File: config.mk
export PLATFORM = sky130hd
export DESIGN_NAME = qrp_mode_ctrl
export DESIGN_NICKNAME = d
export VERILOG_FILES = /design/src/verilog/qrp_pkg.sv /design/src/verilog/qrp_mode_ctrl.sv
export SDC_FILE = /design/constraint.sdc
export NUM_CORES = 1
export LEC_CHECK = 0
export BUFFER_PORTS_ARGS = -buffer_cell sky130_fd_sc_hd__buf_2
export CAP_MARGIN = 0
export CORE_ASPECT_RATIO = 0.75
export CORE_MARGIN = 2
export CORE_UTILIZATION = 47
export DETAILED_ROUTE_END_ITERATION = 12
export SLEW_MARGIN = 40
export SYNTH_ARGS = -nofsm -noshare
export SYNTH_HDL_FRONTEND = slang
export SYNTH_SLANG_ARGS = --single-unit
File: constraint.sdc
create_clock -name core_clk -period 3.1 [get_ports core_clk]
set_input_delay 0.93 -clock core_clk [delete_from_list [all_inputs] [get_ports core_clk]]
set_output_delay 0.93 -clock core_clk [all_outputs]
set_load 0.01 [all_outputs]
File: src/verilog/qrp_pkg.sv
/*
 * Package of the flash mode and soft reset decoder: opcodes, fields, timing, types.
 * Assumes one core clock of 100 MHz.
 */
package qrp_pkg;

   ////////////////////////////////////////////////////////////////////////////
   // Opcodes handled by the decoder.
   localparam logic [7:0] OP_SET_READ_PARAM = 8'hC0;
   localparam logic [7:0] OP_WRAP_READ      = 8'h0C;
   localparam logic [7:0] OP_FAST_READ      = 8'h0B;
   localparam logic [7:0] OP_QUAD_IO_READ   = 8'hEB;
   localparam logic [7:0] OP_ENTER_QUAD_CMD = 8'h38;
   localparam logic [7:0] OP_LEAVE_QUAD_CMD = 8'hFF;
   localparam logic [7:0] OP_RESET_ENABLE   = 8'h66;
   localparam logic [7:0] OP_RESET          = 8'h99;
   localparam logic [7:0] OP_SET_BURST_WRAP = 8'h77;

   ////////////////////////////////////////////////////////////////////////////
   // Link phase lengths, counted in serial clock rising edges.
   localparam logic [4:0] SPI_OPCODE_EDGES  = 5'h08;
   localparam logic [4:0] QUAD_OPCODE_EDGES = 5'h02;
   localparam logic [4:0] QUAD_ADDR_EDGES   = 5'h06;
   localparam logic [4:0] PARAM_BYTE_EDGES  = 5'h02;
   localparam logic [4:0] WRAP_CFG_EDGES    = 5'h08;
   localparam logic [4:0] BYTE_EDGES        = 5'h02;

   // Fixed dummy clocks of the single line fast reads.
   localparam logic [3:0] SPI_FAST_READ_DUMMY = 4'h8;
   localparam logic [3:0] SPI_QUAD_IO_DUMMY   = 4'h4;

   ////////////////////////////////////////////////////////////////////////////
   // Field positions in the read parameter byte and the wrap setting byte.
   localparam int DUMMY_FIELD_MSB = 5;
   localparam int DUMMY_FIELD_LSB = 4;
   localparam int WRAP_FIELD_MSB  = 1;
   localparam int WRAP_FIELD_LSB  = 0;
   localparam int SPI_WRAP_LSB    = 4;
   localparam int SPI_LEN_MSB     = 5;
   localparam int SPI_LEN_LSB     = 4;

   // Values after power-up and after a software reset.
   localparam logic [1:0] DUMMY_SEL_RESET    = 2'h0;
   localparam logic [1:0] WRAP_SEL_RESET     = 2'h0;
   localparam logic [2:0] WRAP_SETTING_RESET = 3'h1;

   ////////////////////////////////////////////////////////////////////////////
   // Core clock period and the default reset recovery time.
   localparam int CLK_PERIOD_NS     = 10;
   localparam int RESET_RECOVERY_NS = 30000;

   // Link decoder states.
   typedef enum logic [2:0] {
      QRP_IDLE,
      QRP_OPCODE,
      QRP_PARAM,
      QRP_ADDR,
      QRP_DUMMY,
      QRP_DATA,
      QRP_TAIL
   } qrp_state_type;

   // Read configuration seen by the data path.
   typedef struct packed {
      logic [3:0] dummy_clocks;
      logic [6:0] wrap_bytes;
   } qrp_read_cfg_type;

   // Byte address request towards the memory array.
   typedef struct packed {
      logic        strobe;
      logic        wrapped;
      logic [23:0] addr;
   } qrp_read_req_type;

endpackage : qrp_pkg

File: src/verilog/qrp_mode_ctrl.sv
/*
 * Decoder of serial flash mode switching, read parameters,
 * wrapped burst reads and the two step software reset.
 * Assumes link signals come straight from the pins and
 * that the memory array answers each byte address request.
 */
//
// Behaviour
// - Four bit mode C0h sets read dummy clocks and wrap length.
// - C0h is ignored in single line mode.
// - Single line mode fast reads use fixed dummy counts.
// - 77h sets single line wrap length; kept into four bit mode.
// - Reset defaults: wrap 8 bytes, 2 dummy clocks.
// - Dummy field 0 to 3 selects 2, 4, 6, 8 clocks.
// - Wrap field 0 to 3 selects 8, 16, 32, 64 bytes.
// - 0Ch reads like fast read, wrapping in the aligned window.
// - One mode at a time; only 38h enters four bit mode.
// - Power-up starts in single line mode.
// - 38h is ignored while the quad enable bit is 0.
// - Mode changes keep write latch, suspend state and wrap length.
// - FFh returns from four bit to single line mode.
// - Accepted reset aborts work and clears volatile settings.
// - 66h then 99h resets, in either mode.
// - Any other command after 66h cancels the arming.
// - No command is accepted during reset recovery.
module qrp_mode_ctrl #(
   parameter int RESET_RECOVERY_NS = qrp_pkg::RESET_RECOVERY_NS
) (
   input  wire logic                      core_clk,
   input  wire logic                      resetn,
   input  wire logic                      sclk,
   input  wire logic                      cs_n,
   input  wire logic [3:0]                io_in,
   input  wire logic                      quad_enable_bit,
   output logic                           four_bit_command_mode,
   output qrp_pkg::qrp_read_cfg_type      quad_read_cfg,
   output logic [3:0]                     active_dummy_clocks,
   output logic [2:0]                     wrap_setting_bits,
   output qrp_pkg::qrp_read_req_type      read_req,
   output logic                           volatile_clear,
   output logic                           reset_recovering
);

   // Recovery time in core clock cycles, rounded up, at least one.
   localparam int RECOVERY_RAW    = (RESET_RECOVERY_NS + qrp_pkg::CLK_PERIOD_NS - 1)
                                    / qrp_pkg::CLK_PERIOD_NS;
   localparam int RECOVERY_CYCLES = (RECOVERY_RAW < 1) ? 1 : RECOVERY_RAW;
   localparam logic [15:0] RECOVERY_LAST = 16'(RECOVERY_CYCLES - 1);

   ////////////////////////////////////////////////////////////////////////////
   // Shared decoding.

   // Dummy field to clock count: 2, 4, 6 or 8.
   function automatic logic [3:0] dummy_decode(input logic [1:0] sel);
      dummy_decode = {1'b0, sel, 1'b0} + 4'h2;
   endfunction

   // Wrap field to window length in bytes: 8, 16, 32 or 64.
   function automatic logic [6:0] wrap_decode(input logic [1:0] sel);
      wrap_decode = 7'h08 << sel;
   endfunction

   // Next byte address, linear or wrapped in the window.
   function automatic logic [23:0] next_address(input logic [23:0] addr,
                                                input logic        wrap,
                                                input logic [6:0]  len);
      logic [23:0] mask;
      logic [23:0] inc;
      mask = {17'h0, len - 7'h01};
      inc  = addr + 24'h000001;
      next_address = wrap ? ((addr & ~mask) | (inc & mask)) : inc;
   endfunction

   ////////////////////////////////////////////////////////////////////////////
   // Pin synchronisers; the first stage is read only by the second.
   logic [5:0] pin_meta;
   logic [5:0] pin_sync;
   logic       sclk_prev;
   logic       cs_n_prev;

   always_ff @(posedge core_clk) begin
      if (!resetn) begin
         pin_meta  <= 6'h3F;
         pin_sync  <= 6'h3F;
         sclk_prev <= 1'b1;
         cs_n_prev <= 1'b1;
      end else begin
         pin_meta  <= {sclk, cs_n, io_in};
         pin_sync  <= pin_meta;
         sclk_prev <= pin_sync[5];
         cs_n_prev <= pin_sync[4];
      end
   end

   logic       sclk_rise;
   logic       cs_rise;
   logic       cs_low;
   logic [3:0] io_s;

   // Edge detection on the synchronised link signals.
   assign sclk_rise = pin_sync[5] && !sclk_prev && !pin_sync[4];
   assign cs_rise   = pin_sync[4] && !cs_n_prev;
   assign cs_low    = !pin_sync[4];
   assign io_s      = pin_sync[3:0];

   ////////////////////////////////////////////////////////////////////////////
   // Volatile settings and the reset sequencing state.
   logic        quad_mode;
   logic [1:0]  dummy_sel;
   logic [1:0]  wrap_sel;
   logic        spi_wrap_off;
   logic        reset_armed;
   logic [15:0] recovery_count;

   // Link decoder state.
   qrp_pkg::qrp_state_type state;
   logic [4:0]  edge_count;
   logic [4:0]  phase_edges;
   logic [23:0] shift;
   logic [7:0]  opcode;
   logic        opcode_done;
   logic        param_done;
   logic [23:0] byte_addr;
   logic        wrap_read;

   logic [7:0]  next_shift_byte;
   logic [23:0] next_shift;
   logic        phase_last;
   logic        take_reset;

   // One more bit or nibble, depending on mode and phase.
   always_comb begin
      if (!quad_mode && state == qrp_pkg::QRP_OPCODE) begin
         next_shift = {shift[22:0], io_s[0]};
      end else begin
         next_shift = {shift[19:0], io_s};
      end
      next_shift_byte = next_shift[7:0];
      phase_last      = (edge_count == phase_edges - 5'h01);
   end

   // A complete 99h right after 66h, outside recovery, resets the device.
   assign take_reset = cs_rise && opcode_done && opcode == qrp_pkg::OP_RESET
                       && reset_armed && !reset_recovering;

   ////////////////////////////////////////////////////////////////////////////
   // Reset recovery window; commands are dropped meanwhile.
   always_ff @(posedge core_clk) begin
      if (!resetn) begin
         reset_recovering <= 1'b0;
         recovery_count   <= 16'h0000;
      end else if (take_reset) begin
         reset_recovering <= 1'b1;
         recovery_count   <= 16'h0000;
      end else if (reset_recovering) begin
         if (recovery_count == RECOVERY_LAST) begin
            reset_recovering <= 1'b0;
         end
         recovery_count <= recovery_count + 16'h0001;
      end
   end

   // Pulse that tells the rest of the device to drop its volatile state.
   always_ff @(posedge core_clk) begin
      if (!resetn) begin
         volatile_clear <= 1'b0;
      end else begin
         volatile_clear <= take_reset;
      end
   end

   ////////////////////////////////////////////////////////////////////////////
   // Reset arming: set by 66h, dropped by any other complete command.
   always_ff @(posedge core_clk) begin
      if (!resetn) begin
         reset_armed <= 1'b0;
      end else if (cs_rise && opcode_done && !reset_recovering) begin
         reset_armed <= (opcode == qrp_pkg::OP_RESET_ENABLE);
      end else if (take_reset) begin
         reset_armed <= 1'b0;
      end
   end

   ////////////////////////////////////////////////////////////////////////////
   // Protocol mode; the write latch and suspend state live elsewhere and are
   // not touched here, and the wrap length is shared by both modes.
   always_ff @(posedge core_clk) begin
      if (!resetn || take_reset) begin
         quad_mode <= 1'b0;
      end else if (cs_rise && opcode_done && !reset_recovering) begin
         if (!quad_mode && opcode == qrp_pkg::OP_ENTER_QUAD_CMD && quad_enable_bit) begin
            quad_mode <= 1'b1;
         end else if (quad_mode && opcode == qrp_pkg::OP_LEAVE_QUAD_CMD) begin
            quad_mode <= 1'b0;
         end
      end
   end

   // Read parameters from C0h in four bit mode, wrap setting from 77h otherwise.
   always_ff @(posedge core_clk) begin
      if (!resetn || take_reset) begin
         dummy_sel    <= qrp_pkg::DUMMY_SEL_RESET;
         wrap_sel     <= qrp_pkg::WRAP_SEL_RESET;
         spi_wrap_off <= qrp_pkg::WRAP_SETTING_RESET[0];
      end else if (cs_rise && param_done && !reset_recovering) begin
         if (quad_mode && opcode == qrp_pkg::OP_SET_READ_PARAM) begin
            dummy_sel <= shift[qrp_pkg::DUMMY_FIELD_MSB:qrp_pkg::DUMMY_FIELD_LSB];
            wrap_sel  <= shift[qrp_pkg::WRAP_FIELD_MSB:qrp_pkg::WRAP_FIELD_LSB];
         end else if (!quad_mode && opcode == qrp_pkg::OP_SET_BURST_WRAP) begin
            wrap_sel     <= shift[qrp_pkg::SPI_LEN_MSB:qrp_pkg::SPI_LEN_LSB];
            spi_wrap_off <= shift[qrp_pkg::SPI_WRAP_LSB];
         end
      end
   end

   ////////////////////////////////////////////////////////////////////////////
   // Link decoder: opcode, parameter, address, dummy and data phases.
   always_ff @(posedge core_clk) begin
      if (!resetn || take_reset) begin
         state       <= qrp_pkg::QRP_IDLE;
         edge_count  <= 5'h00;
         phase_edges <= qrp_pkg::SPI_OPCODE_EDGES;
         shift       <= 24'h000000;
         opcode      <= 8'h00;
         opcode_done <= 1'b0;
         param_done  <= 1'b0;
         wrap_read   <= 1'b0;
      end else if (!cs_low) begin
         state       <= qrp_pkg::QRP_IDLE;
         edge_count  <= 5'h00;
         phase_edges <= quad_mode ? qrp_pkg::QUAD_OPCODE_EDGES
                                  : qrp_pkg::SPI_OPCODE_EDGES;
         if (cs_rise) begin
            opcode_done <= 1'b0;
            param_done  <= 1'b0;
         end
      end else if (state == qrp_pkg::QRP_IDLE) begin
         state <= reset_recovering ? qrp_pkg::QRP_TAIL : qrp_pkg::QRP_OPCODE;
      end else if (sclk_rise) begin
         shift      <= next_shift;
         edge_count <= phase_last ? 5'h00 : edge_count + 5'h01;
         unique case (state)
            qrp_pkg::QRP_OPCODE: begin
               if (phase_last) begin
                  opcode      <= next_shift_byte;
                  opcode_done <= 1'b1;
                  wrap_read   <= (next_shift_byte == qrp_pkg::OP_WRAP_READ);
                  if (quad_mode && (next_shift_byte == qrp_pkg::OP_FAST_READ
                                    || next_shift_byte == qrp_pkg::OP_QUAD_IO_READ
                                    || next_shift_byte == qrp_pkg::OP_WRAP_READ)) begin
                     state       <= qrp_pkg::QRP_ADDR;
                     phase_edges <= qrp_pkg::QUAD_ADDR_EDGES;
                  end else if (quad_mode && next_shift_byte == qrp_pkg::OP_SET_READ_PARAM) begin
                     state       <= qrp_pkg::QRP_PARAM;
                     phase_edges <= qrp_pkg::PARAM_BYTE_EDGES;
                  end else if (!quad_mode && next_shift_byte == qrp_pkg::OP_SET_BURST_WRAP) begin
                     state       <= qrp_pkg::QRP_PARAM;
                     phase_edges <= qrp_pkg::WRAP_CFG_EDGES;
                  end else begin
                     state <= qrp_pkg::QRP_TAIL;
                  end
               end
            end
            qrp_pkg::QRP_PARAM: begin
               if (phase_last) begin
                  param_done <= 1'b1;
                  state      <= qrp_pkg::QRP_TAIL;
               end
            end
            qrp_pkg::QRP_ADDR: begin
               if (phase_last) begin
                  state       <= qrp_pkg::QRP_DUMMY;
                  phase_edges <= {1'b0, dummy_decode(dummy_sel)};
               end
            end
            qrp_pkg::QRP_DUMMY: begin
               if (phase_last) begin
                  state       <= qrp_pkg::QRP_DATA;
                  phase_edges <= qrp_pkg::BYTE_EDGES;
               end
            end
            qrp_pkg::QRP_DATA: begin
               state <= qrp_pkg::QRP_DATA;
            end
            qrp_pkg::QRP_TAIL: begin
               state <= qrp_pkg::QRP_TAIL;
            end
         endcase
      end
   end

   ////////////////////////////////////////////////////////////////////////////
   // Byte address requests: one after the dummy phase,
   // then one per byte, wrapping for the wrapped read.
   always_ff @(posedge core_clk) begin
      if (!resetn || take_reset) begin
         byte_addr <= 24'h000000;
         read_req  <= '0;
      end else begin
         read_req.strobe <= 1'b0;
         if (sclk_rise && cs_low) begin
            if (state == qrp_pkg::QRP_ADDR && phase_last) begin
               byte_addr <= next_shift;
            end else if (state == qrp_pkg::QRP_DUMMY && phase_last) begin
               read_req.strobe  <= 1'b1;
               read_req.wrapped <= wrap_read;
               read_req.addr    <= byte_addr;
            end else if (state == qrp_pkg::QRP_DATA && phase_last) begin
               byte_addr        <= next_address(byte_addr, wrap_read,
                                                wrap_decode(wrap_sel));
               read_req.strobe  <= 1'b1;
               read_req.wrapped <= wrap_read;
               read_req.addr    <= next_address(byte_addr, wrap_read,
                                                wrap_decode(wrap_sel));
            end
         end
      end
   end

   ////////////////////////////////////////////////////////////////////////////
   // Registered view of mode and read configuration.
   always_ff @(posedge core_clk) begin
      if (!resetn) begin
         four_bit_command_mode      <= 1'b0;
         quad_read_cfg.dummy_clocks <= dummy_decode(qrp_pkg::DUMMY_SEL_RESET);
         quad_read_cfg.wrap_bytes   <= wrap_decode(qrp_pkg::WRAP_SEL_RESET);
         wrap_setting_bits          <= qrp_pkg::WRAP_SETTING_RESET;
         active_dummy_clocks        <= qrp_pkg::SPI_FAST_READ_DUMMY;
      end else begin
         four_bit_command_mode      <= quad_mode;
         quad_read_cfg.dummy_clocks <= dummy_decode(dummy_sel);
         quad_read_cfg.wrap_bytes   <= wrap_decode(wrap_sel);
         wrap_setting_bits          <= {wrap_sel, spi_wrap_off};
         if (quad_mode) begin
            active_dummy_clocks <= dummy_decode(dummy_sel);
         end else if (opcode == qrp_pkg::OP_QUAD_IO_READ) begin
            active_dummy_clocks <= qrp_pkg::SPI_QUAD_IO_DUMMY;
         end else begin
            active_dummy_clocks <= qrp_pkg::SPI_FAST_READ_DUMMY;
         end
      end
   end

endmodule // qrp_mode_ctrl

==> flow_summary.json <==
{
  "drv_cap": 0,
  "slew-limit-headroom_pct": 59.97,
  "end_kind": "register",
  "async_reset_ff_share_pct": 0,
  "synth_area_mm2": 0.007054,
  "final_core_util_pct": 55.96,
  "startpoint_type": "register",
  "p_leak_uw": 0.002879,
  "min_path_type": "reg2reg",
  "drive_gt1_share_pct": 13.44,
  "fin_crit_sh_pct": 81.98,
  "tightest_slew_ps": 594.9,
  "diodes": 0,
  "cts-hold-fix-buffers": 0,
  "syn_inst": 840,
  "design_area_mm2": 0.008142,
  "grtUsageTotal_pct": 23.44,
  "grt-ovfl-total": 0,
  "core_area_mm2": 0.01455,
  "ys_seq_area_share_pct": 42.00,
  "drt_iter0_drc": 523,
  "postCtsSetupBuffers": 0,
  "max_stage_delay_ps": 590,
  "cts_tree": "yes",
  "ios": 56,
  "ir_worst_vdd_mv": 0.3183,
  "first_pass_iters": 5,
  "ys_seq_elements": 148,
  "nets": 882,
  "grt_max_degree": 51,
  "cp_cell_sequence": "or3b_1 > a2111oi_4 > and3_1 > nand2_2 > o22ai_1",
  "fin_total_pwr_uw": 4401,
  "wirelength_mm": 18.18,
  "vias": 6167,
  "critPathSlowestCell": "or3b_1",
  "finalCriticalPeriod_ps": 2541,
  "post_cts_resized": 0,
  "ant_nets": 0,
  "cp_num_buf_inv": 0,
  "die_y_um": 110.1,
  "finalMaxSlewViolations": 0,
  "setup.worst_path.class": "reg2reg",
  "cts-htree-levels": 4,
  "grt_pass1_wl_mm": 29.63,
  "cts_sinks": 148,
  "arrival_ps": 2890,
  "rows": 38,
  "vias_per_cell": 5.721,
  "ys.flop_type": "dfxtp_1",
  "fmax_mhz": 393.5,
  "ctsRootBufferMaster": "clkbuf_16",
  "yosys.area.top_type": "dfxtp_1",
  "hpwl_mm": 12.85,
  "initial_core_util_pct": 48.49,
  "cp_max_fo": 13,
  "setup_ws_ps": 558.5,
  "io_buffers": 50,
  "synth_top_cell_area_share_pct": 42.00,
  "areaGrowthSynthToFinish_pct": 15.41,
  "dp_slack_ps": 586.1,
  "yosys-top-cells-area": "dfxtp_1, nor2_1, mux2i_1",
  "p_per_area_mw_per_mm2": 540.5,
  "critical-path-top-delay-family": "simple AND/OR/NAND/NOR gates",
  "placed_area_mm2": 0.007460,
  "clockBufferDepth": 2,
  "numCtsBuffers": 17,
  "grt_setup_unrepaired": "false",
  "synth.avg_cell_area_um2": 8.398,
  "clock_latency_ps": 430,
  "required_ps": 3450,
  "first_global_vias": 5730,
  "antenna_found_initial": 0,
  "setup_viol": 0,
  "finalWeightedCongestion": 0.9032,
  "tns_ps": 0,
  "wl_per_cell_um": 16.86,
  "drc": 0,
  "die_area_mm2": 0.01602,
  "yosysWarnings": 0,
  "clk_pin_slew_worst_paths_ps": 60,
  "fin_skew_ps": 10.26,
  "die_width_um": 145.5,
  "hold_violations": 0,
  "status": "finished clean",
  "synth.distinct_cells": 65,
  "synth_edf_count": 0
}
-- synth_stat cells, drive strengths merged, types with 20 or more instances --
library cell	instances
buf	36
xor2	31
dfxtp	148
nor2	128
a211oi	37
clkbuf	27
o21ai	41
mux2i	29
nand3	25
nand2	72
a21oi	49
nand4	22
nor3	20
-- through the flow --
step	hold slack, ps	std cells
2_1_floorplan	386.3	844
3_3_place_gp	399.7	1049
3_5_place_dp	403.0	1049
4_1_cts	417.0	1078
5_1_grt	432.6	1078
6_report	412.8	1078
-- state kept, by name (all words and copies together) (netlist names), 2 cells and up --
signal               flops
edge_count               5
shift                   23
pin_meta                 6
wrap_sel                 2
read_req                26
state                    3
wrap_setting_bits        3
byte_addr               24
recovery_count          16
dummy_sel                2
pin_sync                 6
active_dummy_clocks      3
phase_edges              3
quad_read_cfg            7
opcode                   8
-- kinds of logic (layout without fill, tap and decap cells) --
family / count (synthesis) / count (layout) / share of synthesized area [%]
fa+ha+maj: 6 / 6 / 1.029
compound gates: 174 / 174 / 15.93
other cells: 1 / 5 / 0.05316
buf+inv: 77 / 111 / 4.807
xor+xnor: 46 / 46 / 6.031
flops: 148 / 148 / 42.00
mux: 32 / 32 / 4.594
simple gates: 356 / 356 / 25.56
-- cell type report --
type                            count  area, µm²
Clock buffer                       19      452.9
Clock inverter                     10      229.0
Fill cell                        1339       6407
Inverter                           14      52.55
Multi-Input combinational cell    619       3796
Sequential cell                   148       2963
Tap cell                          200      250.2
Timing Repair Buffer               68      397.9
-- placed cells by master (no fill, tap or decap), types with 6 or more instances in the layout --
cell type / instances
xor2_1: 31
inv_1: 13
nand2b_1: 19
and2_1: 8
dfxtp_1: 148
xnor2_1: 13
nor2b_1: 7
a21oi_1: 48
o22ai_1: 10
o21ai_0: 36
nor4_1: 6
buf_4: 17
buf_2: 50
mux2i_1: 29
a32o_1: 8
a211oi_1: 37
nor2_1: 127
bufinv_16: 7
a31oi_1: 8
and4_1: 6
clkbuf_16: 17
nor3_1: 18
and3_1: 10
nand3_1: 23
nand2_1: 70
nand4_1: 22
-- power by group --
part | total, µW | internal, µW | switching [µW] | leakage (µW)
combinational | 81.4 | 23.4 | 58.0 | 0.00135
sequential | 1920 | 1910 | 6.02 | 0.00119
clock | 2400 | 1620 | 785 | 0.000335
-- per-layer routing --
layer,GRT usage (%),up-vias,part of all wire (%)
met2,35.07,225,43
met1,33.10,2885,49
li1,-,3020,-
met4,10.08,0,2.2
met3,4.650,37,6.4
met5,0,-,0
-- path summary, 6_finish.rpt --
path / start / to / slack, ps / cells after the start
max reg2reg: pin_sync[4] / byte_addr[21] / 560 / 5
min: pin_meta[1] / pin_sync[1] / 410 / 1
max: pin_sync[4] / byte_addr[21] / 560 / 5
min reg2reg: pin_meta[1] / pin_sync[1] / 410 / 1
No activity file was read; power rests on OpenSTA's default activity.
